$ cat config.mk
export PLATFORM = sky130hd
export DESIGN_NAME = fcq_fifo
export DESIGN_NICKNAME = d
export VERILOG_FILES = /design/src/shared/fcq_pkg.sv /design/src/core/fcq_fifo.sv
export SDC_FILE = /design/constraint.sdc
export NUM_CORES = 2
export LEC_CHECK = 0
export BUFFER_PORTS_ARGS = -buffer_cell sky130_fd_sc_hd__buf_4
export CORE_ASPECT_RATIO = 1.5
export CORE_MARGIN = 2
export CORE_UTILIZATION = 45
export CTS_CLUSTER_DIAMETER = 30
export CTS_CLUSTER_SIZE = 28
export DETAILED_ROUTE_END_ITERATION = 10
export HOLD_SLACK_MARGIN = 0.05
export PLACE_DENSITY_LB_ADDON = 0.25
export SLEW_MARGIN = 20
export SYNTH_ARGS = -nofsm -noshare
export SYNTH_HDL_FRONTEND = slang
export SYNTH_MEMORY_MAX_BITS = 65536
export SYNTH_SLANG_ARGS = --single-unit
$ cat constraint.sdc
create_clock -name I_SYS_CLK -period 6.7 [get_ports I_SYS_CLK]
set_input_delay 0.335 -clock I_SYS_CLK [delete_from_list [all_inputs] [get_ports I_SYS_CLK]]
set_output_delay 0.335 -clock I_SYS_CLK [all_outputs]
set_load 0.01 [all_outputs]
$ cat src/shared/fcq_pkg.sv
// Constants, types and helpers for the 18-bit clocked first-in first-out buffer.
// Contract
// - Words of 18 bits enter the input port and leave the output port.
// - Depth is a build parameter: 256, 512, 1024, 2048 or 4096 words.
// - A word is stored on each clock edge with write enable low.
// - Write requests are ignored while the buffer is full.
// - Each clock edge with read enable low advances the next word out.
// - With read enable high the output register keeps its word, except while a fall-through first word is loaded.
// - Read requests are ignored while empty; pointer and output hold.
// - Output data is driven only while output enable is low.
// - Reset returns pointers home, full, almost-full and half-full high, others low.
// - Load and write enable low store input bits 11..0 as an offset.
// - Load and read enable low put an offset on output bits 11..0.
// - Standard mode: a first word shows only after an explicit read.
// - Fall-through mode: a first word shows after three read clock edges.
// - A half-full flag output is provided for single device use.
// - A small state machine steps offset loads across load accesses.
// - Works with read and write sharing one clock.
// - Empty and full flags pass through one or two register stages.
// - Almost flags are registered or direct, with default offsets.
// - First-load and both expansion inputs select timing and flag mode.
// - Default offsets: 31 at 256, 63 at 512, 127 for larger depths.
// - Fall-through: empty means output ready, full means input ready.
// - Half-full goes low when more than half the capacity is held.
package fcq_pkg;
  localparam int DATA_W      = 18;
  localparam int OFS_W       = 12;
  localparam int DEPTH_DEF   = 256;
  localparam int DEPTH_SMALL = 256;
  localparam int DEPTH_MID   = 512;
  localparam int OFS_SMALL   = 31;
  localparam int OFS_MID     = 63;
  localparam int OFS_LARGE   = 127;
  localparam int FALL_THROUGH_MODE_EDGES  = 3;
  localparam int CMP_W       = 16;
  localparam int AXI_AW      = 4;
  localparam logic [AXI_AW-1:0] REG_CTRL      = 4'h0;
  localparam logic [AXI_AW-1:0] REG_STATUS    = 4'h4;
  localparam logic [AXI_AW-1:0] REG_EMPTY_OFS = 4'h8;
  localparam logic [AXI_AW-1:0] REG_FULL_OFS  = 4'hC;
  localparam int CTRL_DOUBLE_BIT = 0;
  localparam logic CTRL_DOUBLE_RST = 1'b0;
  localparam int ST_DATA_BIT  = 0;
  localparam int ST_SPACE_BIT = 1;
  localparam int ST_AE_BIT    = 2;
  localparam int ST_AF_BIT    = 3;
  localparam int ST_HF_BIT    = 4;
  localparam int ST_FALL_THROUGH_MODE_BIT  = 5;
  localparam int ST_SYNC_BIT  = 6;
  localparam int ST_CNT_LSB   = 16;
  localparam logic [1:0] RESP_OKAY   = 2'h0;
  localparam logic [1:0] RESP_SLVERR = 2'h2;

  typedef enum logic {FCQ_SEL_EMPTY, FCQ_SEL_FULL} fcq_ofs_sel_t;

  function automatic logic [OFS_W-1:0] fcq_default_offset(input int depth);
    if (depth <= DEPTH_SMALL) begin
      return OFS_W'(OFS_SMALL);
    end else if (depth <= DEPTH_MID) begin
      return OFS_W'(OFS_MID);
    end
    return OFS_W'(OFS_LARGE);
  endfunction

  function automatic logic fcq_is_mapped(input logic [AXI_AW-1:0] addr);
    return (addr == REG_CTRL) || (addr == REG_STATUS) ||
           (addr == REG_EMPTY_OFS) || (addr == REG_FULL_OFS);
  endfunction
endpackage

$ cat src/core/fcq_fifo.sv
// Clocked 18-bit first-in first-out buffer with flags and AXI4-Lite status.
`timescale 1ns/1ns
`default_nettype none
module fcq_fifo #(
  parameter int DEPTH = fcq_pkg::DEPTH_DEF
) (
  // Clock and reset
  input  wire logic                        I_SYS_CLK,
  input  wire logic                        I_ARST_N,
  // Write port
  input  wire logic [fcq_pkg::DATA_W-1:0]  I_WRITE_DATA,
  input  wire logic                        I_WRITE_EN_N,
  input  wire logic                        I_OFFSET_LOAD_N,
  // Read port
  input  wire logic                        I_READ_EN_N,
  input  wire logic                        I_OUTPUT_EN_N,
  output logic      [fcq_pkg::DATA_W-1:0]  O_READ_DATA,
  output logic                             O_READ_DATA_OE,
  // Mode selection straps
  input  wire logic                        I_FIRST_LOAD_N,
  input  wire logic                        I_WRITE_EXPANSION_IN_N,
  input  wire logic                        I_READ_EXPANSION_IN_N,
  // Flags
  output logic                             O_EMPTY_OR_OUTPUT_READY,
  output logic                             O_FULL_OR_INPUT_READY,
  output logic                             O_ALMOST_EMPTY_N,
  output logic                             O_ALMOST_FULL_N,
  output logic                             O_HALF_FULL_N,
  // AXI4-Lite slave
  input  wire logic [fcq_pkg::AXI_AW-1:0]  I_AXI_AWADDR,
  input  wire logic                        I_AXI_AWVALID,
  output logic                             O_AXI_AWREADY,
  input  wire logic [31:0]                 I_AXI_WDATA,
  input  wire logic [3:0]                  I_AXI_WSTRB,
  input  wire logic                        I_AXI_WVALID,
  output logic                             O_AXI_WREADY,
  output logic      [1:0]                  O_AXI_BRESP,
  output logic                             O_AXI_BVALID,
  input  wire logic                        I_AXI_BREADY,
  input  wire logic [fcq_pkg::AXI_AW-1:0]  I_AXI_ARADDR,
  input  wire logic                        I_AXI_ARVALID,
  output logic                             O_AXI_ARREADY,
  output logic      [31:0]                 O_AXI_RDATA,
  output logic      [1:0]                  O_AXI_RRESP,
  output logic                             O_AXI_RVALID,
  input  wire logic                        I_AXI_RREADY
);
  localparam int AW = $clog2(DEPTH);
  localparam int CW = AW + 1;
  localparam int DW = fcq_pkg::DATA_W;
  localparam int OW = fcq_pkg::OFS_W;
  localparam int QW = fcq_pkg::CMP_W;
  localparam logic [OW-1:0] OFS_DEF = fcq_pkg::fcq_default_offset(DEPTH);
  logic [DW-1:0]        mem [DEPTH];
  logic [AW-1:0]        wptr_reg;
  logic [AW-1:0]        rptr_reg;
  logic [CW-1:0]        count_reg;
  logic [DW-1:0]        out_reg;
  logic                 out_valid_reg;
  logic [1:0]           fall_cnt_reg;
  logic                 cfg_done_reg;
  logic                 fall_through_mode_reg;
  logic                 sync_flags_reg;
  logic [OW-1:0]        empty_ofs_reg;
  logic [OW-1:0]        full_ofs_reg;
  fcq_pkg::fcq_ofs_sel_t ofs_sel_reg;
  logic                 double_reg;
  logic                 data1_reg;
  logic                 data2_reg;
  logic                 space1_reg;
  logic                 space2_reg;
  logic                 ae_reg;
  logic                 af_reg;
  logic                 mem_full;
  logic                 mem_empty;
  logic                 load_wr;
  logic                 load_rd;
  logic                 do_write;
  logic                 std_read;
  logic                 fall_through_mode_take;
  logic                 fall_load;
  logic                 pop;
  logic [QW-1:0]        total;
  logic [QW-1:0]        free_space;
  logic                 ae_now_n;
  logic                 af_now_n;
  logic                 half_n;
  logic                 data_now;
  logic [OW-1:0]        ofs_shown;

  //////////////////////////////////////////////////////////////////////////
  // Request decode.
  assign mem_full  = (count_reg == CW'(DEPTH));
  assign mem_empty = (count_reg == '0);
  assign load_wr   = !I_OFFSET_LOAD_N && !I_WRITE_EN_N;
  assign load_rd   = !I_OFFSET_LOAD_N && !I_READ_EN_N;
  assign do_write  = !I_WRITE_EN_N && I_OFFSET_LOAD_N && !mem_full;
  assign std_read  = !fall_through_mode_reg && !I_READ_EN_N && I_OFFSET_LOAD_N &&
                     !mem_empty;
  assign fall_through_mode_take = fall_through_mode_reg && !I_READ_EN_N && I_OFFSET_LOAD_N &&
                     out_valid_reg;
  // A word drains at once behind a taken word; an idle output waits edges.
  assign fall_load = fall_through_mode_reg && !mem_empty &&
                     (out_valid_reg ? fall_through_mode_take :
                      (fall_cnt_reg == 2'(fcq_pkg::FALL_THROUGH_MODE_EDGES - 1)));
  assign pop       = std_read || fall_load;
  assign ofs_shown = (ofs_sel_reg == fcq_pkg::FCQ_SEL_EMPTY) ?
                     empty_ofs_reg : full_ofs_reg;

  //////////////////////////////////////////////////////////////////////////
  // Mode capture: straps are read once after reset release and held.
  always_ff @(posedge I_SYS_CLK or negedge I_ARST_N) begin
    if (!I_ARST_N) begin
      cfg_done_reg   <= 1'b0;
      fall_through_mode_reg       <= 1'b0;
      sync_flags_reg <= 1'b0;
    end else if (!cfg_done_reg) begin
      cfg_done_reg   <= 1'b1;
      fall_through_mode_reg       <= !I_FIRST_LOAD_N;
      sync_flags_reg <= (I_WRITE_EXPANSION_IN_N == I_READ_EXPANSION_IN_N);
    end
  end

  //////////////////////////////////////////////////////////////////////////
  // Storage and pointers. Read and write share one clock, so the count
  // is exact and needs no pointer crossing.
  always_ff @(posedge I_SYS_CLK) begin
    if (do_write) begin
      mem[wptr_reg] <= I_WRITE_DATA;
    end
  end

  always_ff @(posedge I_SYS_CLK or negedge I_ARST_N) begin
    if (!I_ARST_N) begin
      wptr_reg  <= '0;
      rptr_reg  <= '0;
      count_reg <= '0;
    end else begin
      if (do_write) begin
        wptr_reg <= wptr_reg + 1'b1;
      end
      if (pop) begin
        rptr_reg <= rptr_reg + 1'b1;
      end
      if (do_write && !pop) begin
        count_reg <= count_reg + 1'b1;
      end else if (pop && !do_write) begin
        count_reg <= count_reg - 1'b1;
      end
    end
  end

  //////////////////////////////////////////////////////////////////////////
  // Output register.
  always_ff @(posedge I_SYS_CLK or negedge I_ARST_N) begin
    if (!I_ARST_N) begin
      out_reg       <= '0;
      out_valid_reg <= 1'b0;
      fall_cnt_reg  <= '0;
    end else begin
      if (load_rd) begin
        out_reg <= {{(DW - OW){1'b0}}, ofs_shown};
      end else if (pop) begin
        out_reg <= mem[rptr_reg];
      end
      if (fall_load) begin
        out_valid_reg <= 1'b1;
      end else if (fall_through_mode_take) begin
        out_valid_reg <= 1'b0;
      end
      if (fall_through_mode_reg && !out_valid_reg && !mem_empty && !fall_load) begin
        fall_cnt_reg <= fall_cnt_reg + 1'b1;
      end else begin
        fall_cnt_reg <= '0;
      end
    end
  end
  assign O_READ_DATA    = out_reg;
  assign O_READ_DATA_OE = !I_OUTPUT_EN_N;

  //////////////////////////////////////////////////////////////////////////
  // Offset registers, their load sequencer and software access.
  logic aw_hold_reg;
  logic w_hold_reg;
  logic [fcq_pkg::AXI_AW-1:0] aw_addr_reg;
  logic [31:0] w_data_reg;
  logic [3:0]  w_strb_reg;
  logic [fcq_pkg::AXI_AW-1:0] wr_addr;
  logic [31:0] wr_data;
  logic [3:0]  wr_strb;
  logic        wr_commit;
  always_ff @(posedge I_SYS_CLK or negedge I_ARST_N) begin
    if (!I_ARST_N) begin
      empty_ofs_reg <= OFS_DEF;
      full_ofs_reg  <= OFS_DEF;
      ofs_sel_reg   <= fcq_pkg::FCQ_SEL_EMPTY;
      double_reg    <= fcq_pkg::CTRL_DOUBLE_RST;
    end else begin
      if (wr_commit) begin
        case (wr_addr)
          fcq_pkg::REG_CTRL:
            if (wr_strb[0]) double_reg <= wr_data[fcq_pkg::CTRL_DOUBLE_BIT];
          fcq_pkg::REG_EMPTY_OFS: begin
            if (wr_strb[0]) empty_ofs_reg[7:0] <= wr_data[7:0];
            if (wr_strb[1]) empty_ofs_reg[OW-1:8] <= wr_data[OW-1:8];
          end
          fcq_pkg::REG_FULL_OFS: begin
            if (wr_strb[0]) full_ofs_reg[7:0] <= wr_data[7:0];
            if (wr_strb[1]) full_ofs_reg[OW-1:8] <= wr_data[OW-1:8];
          end
          default: begin
          end
        endcase
      end
      // The pin path is placed last so that it wins over software.
      if (load_wr || load_rd) begin
        case (ofs_sel_reg)
          fcq_pkg::FCQ_SEL_EMPTY: begin
            if (load_wr) empty_ofs_reg <= I_WRITE_DATA[OW-1:0];
            ofs_sel_reg <= fcq_pkg::FCQ_SEL_FULL;
          end
          default: begin
            if (load_wr) full_ofs_reg <= I_WRITE_DATA[OW-1:0];
            ofs_sel_reg <= fcq_pkg::FCQ_SEL_EMPTY;
          end
        endcase
      end
    end
  end

  //////////////////////////////////////////////////////////////////////////
  // Flags.
  assign total      = QW'(count_reg) + QW'(out_valid_reg);
  assign free_space = QW'(DEPTH) - QW'(count_reg);
  assign ae_now_n   = !(total <= QW'(empty_ofs_reg));
  assign af_now_n   = !(free_space <= QW'(full_ofs_reg));
  assign half_n     = !(total > QW'(DEPTH / 2));
  assign data_now   = fall_through_mode_reg ? out_valid_reg : !mem_empty;

  always_ff @(posedge I_SYS_CLK or negedge I_ARST_N) begin
    if (!I_ARST_N) begin
      data1_reg  <= 1'b0;
      data2_reg  <= 1'b0;
      space1_reg <= 1'b1;
      space2_reg <= 1'b1;
      ae_reg     <= 1'b0;
      af_reg     <= 1'b1;
    end else begin
      data1_reg  <= data_now;
      data2_reg  <= data1_reg;
      space1_reg <= !mem_full;
      space2_reg <= space1_reg;
      ae_reg     <= ae_now_n;
      af_reg     <= af_now_n;
    end
  end
  // The second stage adds a cycle of flag latency for extra settling.
  assign O_EMPTY_OR_OUTPUT_READY = double_reg ? data2_reg : data1_reg;
  assign O_FULL_OR_INPUT_READY   = double_reg ? space2_reg : space1_reg;
  assign O_ALMOST_EMPTY_N = sync_flags_reg ? ae_reg : ae_now_n;
  assign O_ALMOST_FULL_N  = sync_flags_reg ? af_reg : af_now_n;
  assign O_HALF_FULL_N    = half_n;

  //////////////////////////////////////////////////////////////////////////
  // AXI4-Lite slave: one write and one read at a time.
  logic        bvalid_reg;
  logic [1:0]  bresp_reg;
  logic        rvalid_reg;
  logic [1:0]  rresp_reg;
  logic [31:0] rdata_reg;
  logic [31:0] status;
  assign O_AXI_AWREADY = !aw_hold_reg && !bvalid_reg;
  assign O_AXI_WREADY  = !w_hold_reg && !bvalid_reg;
  assign wr_addr   = aw_hold_reg ? aw_addr_reg : I_AXI_AWADDR;
  assign wr_data   = w_hold_reg ? w_data_reg : I_AXI_WDATA;
  assign wr_strb   = w_hold_reg ? w_strb_reg : I_AXI_WSTRB;
  assign wr_commit = !bvalid_reg &&
                     (aw_hold_reg || I_AXI_AWVALID) &&
                     (w_hold_reg || I_AXI_WVALID);

  always_ff @(posedge I_SYS_CLK or negedge I_ARST_N) begin
    if (!I_ARST_N) begin
      aw_hold_reg <= 1'b0;
      w_hold_reg  <= 1'b0;
      aw_addr_reg <= '0;
      w_data_reg  <= '0;
      w_strb_reg  <= '0;
      bvalid_reg  <= 1'b0;
      bresp_reg   <= fcq_pkg::RESP_OKAY;
    end else if (wr_commit) begin
      aw_hold_reg <= 1'b0;
      w_hold_reg  <= 1'b0;
      bvalid_reg  <= 1'b1;
      bresp_reg   <= fcq_pkg::fcq_is_mapped(wr_addr) ?
                     fcq_pkg::RESP_OKAY : fcq_pkg::RESP_SLVERR;
    end else begin
      if (I_AXI_AWVALID && O_AXI_AWREADY) begin
        aw_hold_reg <= 1'b1;
        aw_addr_reg <= I_AXI_AWADDR;
      end
      if (I_AXI_WVALID && O_AXI_WREADY) begin
        w_hold_reg <= 1'b1;
        w_data_reg <= I_AXI_WDATA;
        w_strb_reg <= I_AXI_WSTRB;
      end
      if (bvalid_reg && I_AXI_BREADY) begin
        bvalid_reg <= 1'b0;
      end
    end
  end

  always_comb begin
    status = '0;
    status[fcq_pkg::ST_DATA_BIT]  = data_now;
    status[fcq_pkg::ST_SPACE_BIT] = !mem_full;
    status[fcq_pkg::ST_AE_BIT]    = ae_now_n;
    status[fcq_pkg::ST_AF_BIT]    = af_now_n;
    status[fcq_pkg::ST_HF_BIT]    = half_n;
    status[fcq_pkg::ST_FALL_THROUGH_MODE_BIT]  = fall_through_mode_reg;
    status[fcq_pkg::ST_SYNC_BIT]  = sync_flags_reg;
    status[fcq_pkg::ST_CNT_LSB +: QW] = total;
  end

  assign O_AXI_ARREADY = !rvalid_reg;
  always_ff @(posedge I_SYS_CLK or negedge I_ARST_N) begin
    if (!I_ARST_N) begin
      rvalid_reg <= 1'b0;
      rresp_reg  <= fcq_pkg::RESP_OKAY;
      rdata_reg  <= '0;
    end else if (I_AXI_ARVALID && O_AXI_ARREADY) begin
      rvalid_reg <= 1'b1;
      rresp_reg  <= fcq_pkg::fcq_is_mapped(I_AXI_ARADDR) ?
                    fcq_pkg::RESP_OKAY : fcq_pkg::RESP_SLVERR;
      case (I_AXI_ARADDR)
        fcq_pkg::REG_CTRL:      rdata_reg <= 32'(double_reg);
        fcq_pkg::REG_STATUS:    rdata_reg <= status;
        fcq_pkg::REG_EMPTY_OFS: rdata_reg <= 32'(empty_ofs_reg);
        fcq_pkg::REG_FULL_OFS:  rdata_reg <= 32'(full_ofs_reg);
        default:                rdata_reg <= '0;
      endcase
    end else if (rvalid_reg && I_AXI_RREADY) begin
      rvalid_reg <= 1'b0;
    end
  end

  assign O_AXI_BVALID = bvalid_reg;
  assign O_AXI_BRESP  = bresp_reg;
  assign O_AXI_RVALID = rvalid_reg;
  assign O_AXI_RRESP  = rresp_reg;
  assign O_AXI_RDATA  = rdata_reg;

  //////////////////////////////////////////////////////////////////////////
  // Assertions.
  a_write_advances: assert property (@(posedge I_SYS_CLK)
    disable iff (!I_ARST_N) do_write |=> wptr_reg == $past(wptr_reg) + 1'b1)
    else $error("write did not advance the write pointer");
  a_full_blocks: assert property (@(posedge I_SYS_CLK)
    disable iff (!I_ARST_N) mem_full && !I_WRITE_EN_N |=> $stable(wptr_reg))
    else $error("write pointer moved while full");
  a_output_holds: assert property (@(posedge I_SYS_CLK)
    disable iff (!I_ARST_N) !fall_through_mode_reg && I_READ_EN_N |=> $stable(out_reg))
    else $error("output register changed without a read");
  a_empty_blocks: assert property (@(posedge I_SYS_CLK)
    disable iff (!I_ARST_N) !fall_through_mode_reg && mem_empty && I_OFFSET_LOAD_N
    |=> $stable(rptr_reg) && $stable(out_reg))
    else $error("read acted on an empty buffer");
  a_std_no_fall: assert property (@(posedge I_SYS_CLK)
    disable iff (!I_ARST_N)
    (!fall_through_mode_reg && mem_empty && do_write && I_READ_EN_N) ##1 I_READ_EN_N
    |=> $stable(out_reg))
    else $error("standard mode word appeared without a read");
  a_fall_three: assert property (@(posedge I_SYS_CLK)
    disable iff (!I_ARST_N)
    fall_through_mode_reg && mem_empty && !out_valid_reg && do_write
    |=> !out_valid_reg [*3] ##1 out_valid_reg)
    else $error("fall-through word not shown after three edges");
  a_offset_load: assert property (@(posedge I_SYS_CLK)
    disable iff (!I_ARST_N)
    load_wr && ofs_sel_reg == fcq_pkg::FCQ_SEL_EMPTY
    |=> empty_ofs_reg == OW'($past(I_WRITE_DATA)) &&
        ofs_sel_reg == fcq_pkg::FCQ_SEL_FULL)
    else $error("empty offset not loaded from the data inputs");
  a_half_flag: assert property (@(posedge I_SYS_CLK)
    disable iff (!I_ARST_N)
    (total > QW'(DEPTH / 2)) == !O_HALF_FULL_N)
    else $error("half-full flag disagrees with the count");
  a_almost_empty: assert property (@(posedge I_SYS_CLK)
    disable iff (!I_ARST_N)
    sync_flags_reg && total <= QW'(empty_ofs_reg) |=> !ae_reg)
    else $error("almost-empty not asserted at the offset");
  a_mode_held: assert property (@(posedge I_SYS_CLK)
    disable iff (!I_ARST_N)
    cfg_done_reg |=> $stable(fall_through_mode_reg) && $stable(sync_flags_reg))
    else $error("mode changed after capture");
endmodule // fcq_fifo
`default_nettype wire

[After elaboration in Yosys (flattened, before gate mapping)]
Memories as Yosys holds them, arrays and structs flattened.
Index checks and enable logic that the tools add are counted.
Word-level totals
  flip-flop bits (word level): 139
  bits in latches: 0
  memory bits (writable): 4608
  bits in read-only memories: 0
  output and inout bits: 65
  memories: 1
Cells by class
  $add $sub $neg: 7
  multiply operators: 0
  divide/modulo/power cells: 0
  $lt $le $gt $ge: 3
  equality and inequality tests: 9
  shift operators: 0
  mux-type cells: 45
  bitwise gates (word level): 1
  reductions and logical operators: 68
Memory list
  mem: words 256, bits a word 18, read ports 1, clocked after Yosys merged registers in 0, wr ports 1, line fcq_fifo.sv:54  | logic [DW-1:0] mem [DEPTH];
Operators by type and width (count)
  12-bit two-way mux: 12
  26-bit case mux with 4 select lines: 1
  18-bit two-way mux: 2
  1-bit logical AND: 26
  1-bit logical NOT: 19
  1-bit two-way mux: 19
  9-bit two-way mux: 2
  8-bit by 1-bit adder with 8-bit output, second input constant: 2
  4-bit equality test, second input constant: 4
  16-bit by 12-bit less-or-equal comparator with 1-bit output: 1
  8-bit two-way mux: 2
  2-bit nonzero test: 7
  10-bit by 12-bit less-or-equal comparator with 1-bit output: 1
  4-bit two-way mux: 3
  9-bit by 1-bit adder with 10-bit output: 1
  10-bit by 8-bit > comparator with 1-bit output, second input constant: 1
  1-bit logical OR: 10
  9-bit by 9-bit subtractor with 10-bit output, first input constant: 1
  9-bit by 1-bit adder with 9-bit output, second input constant: 1
  9-bit equality test, second input constant: 1
  9-bit logical NOT: 1
  9-bit by 1-bit subtractor with 9-bit output, second input constant: 1
  4-bit by 3-bit equality test with 1-bit output, second input constant: 2
  4-bit logical NOT: 2
  7 further kinds: 11

[Depth between registers and ports, before layout]
  depth after elaboration: 10
  depth in mapped cells: 20

[Worst setup path after synthesis]
No wires, ideal clock.
  path type: reg-to-reg
  start: reg count_reg[0]
  end: reg count_reg[7]
  setup time: 0.137 ns
  arrival: 3.877 ns
  data required time: 6.563 ns
  setup slack: 2.686 ns
  cell stages (with the launch flop): 21
  buffers on the path: 1
  cell sequence: dfrtp_1 inv_1 ha_1 nand2_1 or3_1 nor3_1 ha_1 nor2_1 inv_1 buf_1 ha_1 inv_1 ha_1 a21o_1 a21oi_1 o21ai_0 a21oi_1 o21bai_1 a21oi_1 xor2_1 o21ai_0
On the way
  cells in the longest elaborated chain, start to end: 8
RTL lines
  start: declaration: line fcq_fifo.sv:57  | logic [CW-1:0] count_reg;
  start signal: assignment: line fcq_fifo.sv:146  | count_reg <= count_reg + 1'b1;
  start signal: assignment: line fcq_fifo.sv:148  | count_reg <= count_reg - 1'b1;
  branches (longest 8 deep; another with 9-bit by 1-bit subtractor with 9-bit output)
Parallel ways; which one is timed is not known. The select of a mux whose other input is x is not followed.
A chain may end at the register's enable or synchronous reset.

[Worst setup path after layout]
  start: reg rptr_reg[0]
  end: reg out_reg[4], in the netlist O_READ_DATA[4]
On the way
  cells in the longest elaborated chain, start to end: 3
RTL lines
  start: declaration: line fcq_fifo.sv:56  | logic [AW-1:0] rptr_reg;
  start signal: assignment: line fcq_fifo.sv:143  | rptr_reg <= rptr_reg + 1'b1;
  memory read 256 x 18 bit
  18-bit two-way mux: line fcq_fifo.sv:163  | end else if (pop) begin
  18-bit two-way mux: line fcq_fifo.sv:161  | if (load_rd) begin
  end signal: assignment: line fcq_fifo.sv:162  | out_reg <= {{(DW - OW){1'b0}}, ofs_shown};
  end signal: assignment: line fcq_fifo.sv:164  | out_reg <= mem[rptr_reg];
  end: declaration: line fcq_fifo.sv:58  | logic [DW-1:0] out_reg;
Every way passes these cells. The select of a mux whose other input is x is not followed.

==> out/results.tsv <==
stage	metric	value	unit
run_status	status	finished clean	
route	Post-Route WL	564000	um
cts	CTS Hold Bufs	66	
sta	setup TNS	0	ps
layout	Post-Layout Cell Count	15500	
route	first-iteration detailed-routing DRC count	12400	
sta	final setup margin	1710	ps
route	wire per inst	36.4	um
global_routing	vias in the first global route	98100	
worst_setup_path	r2r startpoint	rptr_reg[0]	
synth	Synth area leaders	edfxtp_1 (75%), mux4_2 (11%), mux2i_1 (3.8%)	
sta	period utilization	0.745	
route	Post-DRT Antenna Nets	0	
synth	largest area contributor in the netlist	edfxtp_1	
worst_hold_path	hold_sp	I_WRITE_DATA[15]	
route	met1 WL	199000	um
route	met3 WL post-DR	50800	um
worst_setup_path	Reg2Reg Depth	9	
power	internal power	61.5	mW
floorplanning	num ports	141	
synth	Yosys warnings	0	
route	First-pass DRT Iterations	7	
cts	H-tree depth	6	
sta	final hold viol count	0	
power	Clock power frac	0.347	
worst_setup_path	RR Endpoint	O_READ_DATA[4]	
floorplanning	CORE AREA	0.410	mm^2
cts	clock-pin slew on the worst setup and hold paths	70	ps
global_routing	GR Overflow Total	0	
floorplanning	Die H	790	um
synth	Post-synth EDFFs	4608	
placement	placed insts	14400	
route	met2 wire length	276000	um
placement	dpl cell area	0.194	mm^2
power	part of the power in registers	0.365	
sta	max-slew violations	0	
layout	register area	0.142	mm^2
worst_setup_path	WP data required	7570	ps
synth	cells after synthesis	9091	
global_routing	Tot GR Track Use	0.268	
synth	top-area cell type share of the netlist area	0.747	
layout	Final #Nets	9781	
sta	Setup violations, final	0	
synth	Synth cell types	77	
worst_setup_path	CP max stage delay	980	ps
power	Sw Pwr	31.0	mW
route	Top Layer Used	met5	
worst_setup_path	Worst Path Max Fanout	63	
power	Pleak	69.1	nW
job	max cap viols	0	
route	DRC	0	
floorplanning	Initial Util	0.452	
global_routing	largest net degree at the start of global routing	154	
worst_setup_path	worst path bufs/invs	2	
worst_setup_path	CP max-delay cell	dfrtp_4	
worst_hold_path	hold path depth	1	
worst_setup_path	crit path DAT	5870	ps
sta	worst hold margin	90.7	ps
layout	Largest Register	mem	
floorplanning	die span in x	528	um
layout	Multi-input gate area	0.0419	mm^2
layout	max FFs per register	4608	
floorplanning	Die Area	0.417	mm^2
worst_hold_path	min-delay worst type	primary input to register	
power	pwr dens	430	mW/mm^2
worst_hold_path	Hold Crit Endpoint	mem[198][15]	
cts	Post-CTS Resized	0	
power	Pwr Total	92.5	mW
floorplanning	site row count	288	
layout	Area growth syn-to-layout	16.3	%
synth	sequential area share after synthesis	0.765	
synth	Syn Area/Cell	20.4	um^2
worst_setup_path	reg-to-reg setup timing slack	1710	ps
layout	fill count	31400	
synth	Top FF cell, synth	edfxtp_1	
cts	Bufs on Longest Clock Path	4	
worst_setup_path	critical setup path kind	register to register	
global_routing	initial antenna violation count	19	
synth	Post-synth ARST share	0.0268	
cts	CTS root buffer	clkbuf_16	
worst_setup_path	critical path's top delay family	compound AO/OA/AOI/OAI gates	
global_routing	first-pass GRT wire length	780000	um
synth	Post-Syn Area	0.185	mm^2
sta	Setup Skew	75.7	ps
power	Gate power share	0.288	
worst_setup_path	crit-path cells	buf_4, buf_12, mux4_2, a22oi_1, a21oi_1, o21ai_0, nor2_1, or4_1, o21a_1	
cts	CTS buffer count	590	
route	via count	97800	
power	Peak VDD IR	0.000413	V
cts	post-CTS setup buffers	0	
sta	worst relative slew slack	0.182	
power	switching power share of the total	0.335	
placement	dpl ws	1890	ps
route	Avg Vias per Cell	6.31	
worst_setup_path	crit end category	register	
layout	share of cells above drive strength 1	0.269	
cts	Clock Sinks	4735	
cts	clock latency on the worst-skew pair	980	ps
cts	TritonCTS clock tree	done	
placement	IO Port Bufs	106	
synth	#FFs+latches synth	4735	
placement	RePlAce Congestion	0.924	
sta	Tmin final	4990	ps
placement	dpl hpwl	343000	um
sta	Fmax	0.200	GHz
sta	Slew @ Worst Pin	1220	ps
layout	fin util	0.525	
sta	RSZ-0062 raised after global routing	false	
worst_setup_path	startpoint types	register	
layout	post-route cell area	0.215	mm^2
==> per-layer routing <==
layer / up-vias / track usage
li1: 39100 / -
met1: 52100 / 0.332
met2: 5356 / 0.438
met3: 1240 / 0.0532
met4: 8 / 0.158
met5: - / 0
==> Yosys cell counts, types with 109 or more instances <==
master    instances
mux2i_1         694
dfrtp_1         114
nand2_1         258
edfxtp_1       4608
nor2_1          392
o221ai_1        196
a21oi_1         214
clkbuf_1        244
nand3_1         109
o22ai_1         154
mux4_2          898
o21ai_0         164
==> worst register-to-register path: cells and delay by family (launching register included) <==
kind                   cells  cell delay (ps)
AO/OA/AOI/OAI              4             1520
buffers and inverters      2              840
flip-flops                 1              980
multiplexers               1              710
AND/OR/NAND/NOR            2              830
==> kinds of logic after synthesis <==
logic type	Yosys count	share of synthesized area
AOI/OAI and AO/OA	1058	0.0388
DFF	4735	0.765
xor gates and xnor gates	37	0.00175
other	2	0.0000406
adders and majority gates	42	0.00288
and+or+nand+nor	975	0.0232
buffers and inverters	602	0.0188
muxes	1640	0.150
==> power by group through the flow <==
stage          Sequential [mW]  Combinational, mW  Clock, mW
6_report                  33.7               26.6       32.1
5_1_grt                   33.7               27.3       33.5
4_1_cts                   33.7               26.4       32.4
3_5_place_dp              34.3               26.3          0
3_3_place_gp              34.3               26.1          0
2_1_floorplan             33.7               15.6          0
==> worst max-delay path by stage <==
stage | startpoint | slack [ps] | end | cells after the start
CTS | count_reg[0] | 1770 | O_ALMOST_FULL_N | 15
floorplan | count_reg[0] | 2690 | count_reg[7] | 20
detailed placement | rptr_reg[0] | 1890 | O_READ_DATA[2] | 10
finish | rptr_reg[0] | 1710 | O_READ_DATA[4] | 9
global placement | rptr_reg[1] | 1720 | O_READ_DATA[17] | 8
global route | count_reg[1] | 1510 | O_ALMOST_FULL_N | 15
==> cell type report <==
| cell class | count | share of cell area |
|---|---|---|
| Antenna cell | 8 | 0.0000930 |
| Clock buffer | 647 | 0.0714 |
| Clock inverter | 425 | 0.0214 |
| Inverter | 51 | 0.000965 |
| Multi-Input combinational cell | 3765 | 0.194 |
| Sequential cell | 4735 | 0.658 |
| Tap cell | 5365 | 0.0312 |
| Timing Repair Buffer | 520 | 0.0227 |
==> cells in the final DEF (no fill, tap or decap), types with 53 or more instances in the layout <==
cell type / count
edfxtp_1: 4608
mux4_2: 898
mux2i_1: 694
clkbuf_16: 607
buf_4: 381
nand2_1: 252
a21oi_1: 214
o221ai_1: 196
o21ai_0: 159
o22ai_1: 154
nor2_4: 150
nor2_1: 130
nor2_2: 112
dfrtp_1: 107
nand3_1: 96
inv_6: 92
a22oi_1: 78
clkinv_2: 66
dlygate4sd3_1: 65
clkinv_4: 58
clkinvlp_4: 56
bufinv_16: 55
nor3_1: 53
(Power assumes the default switching activity.)
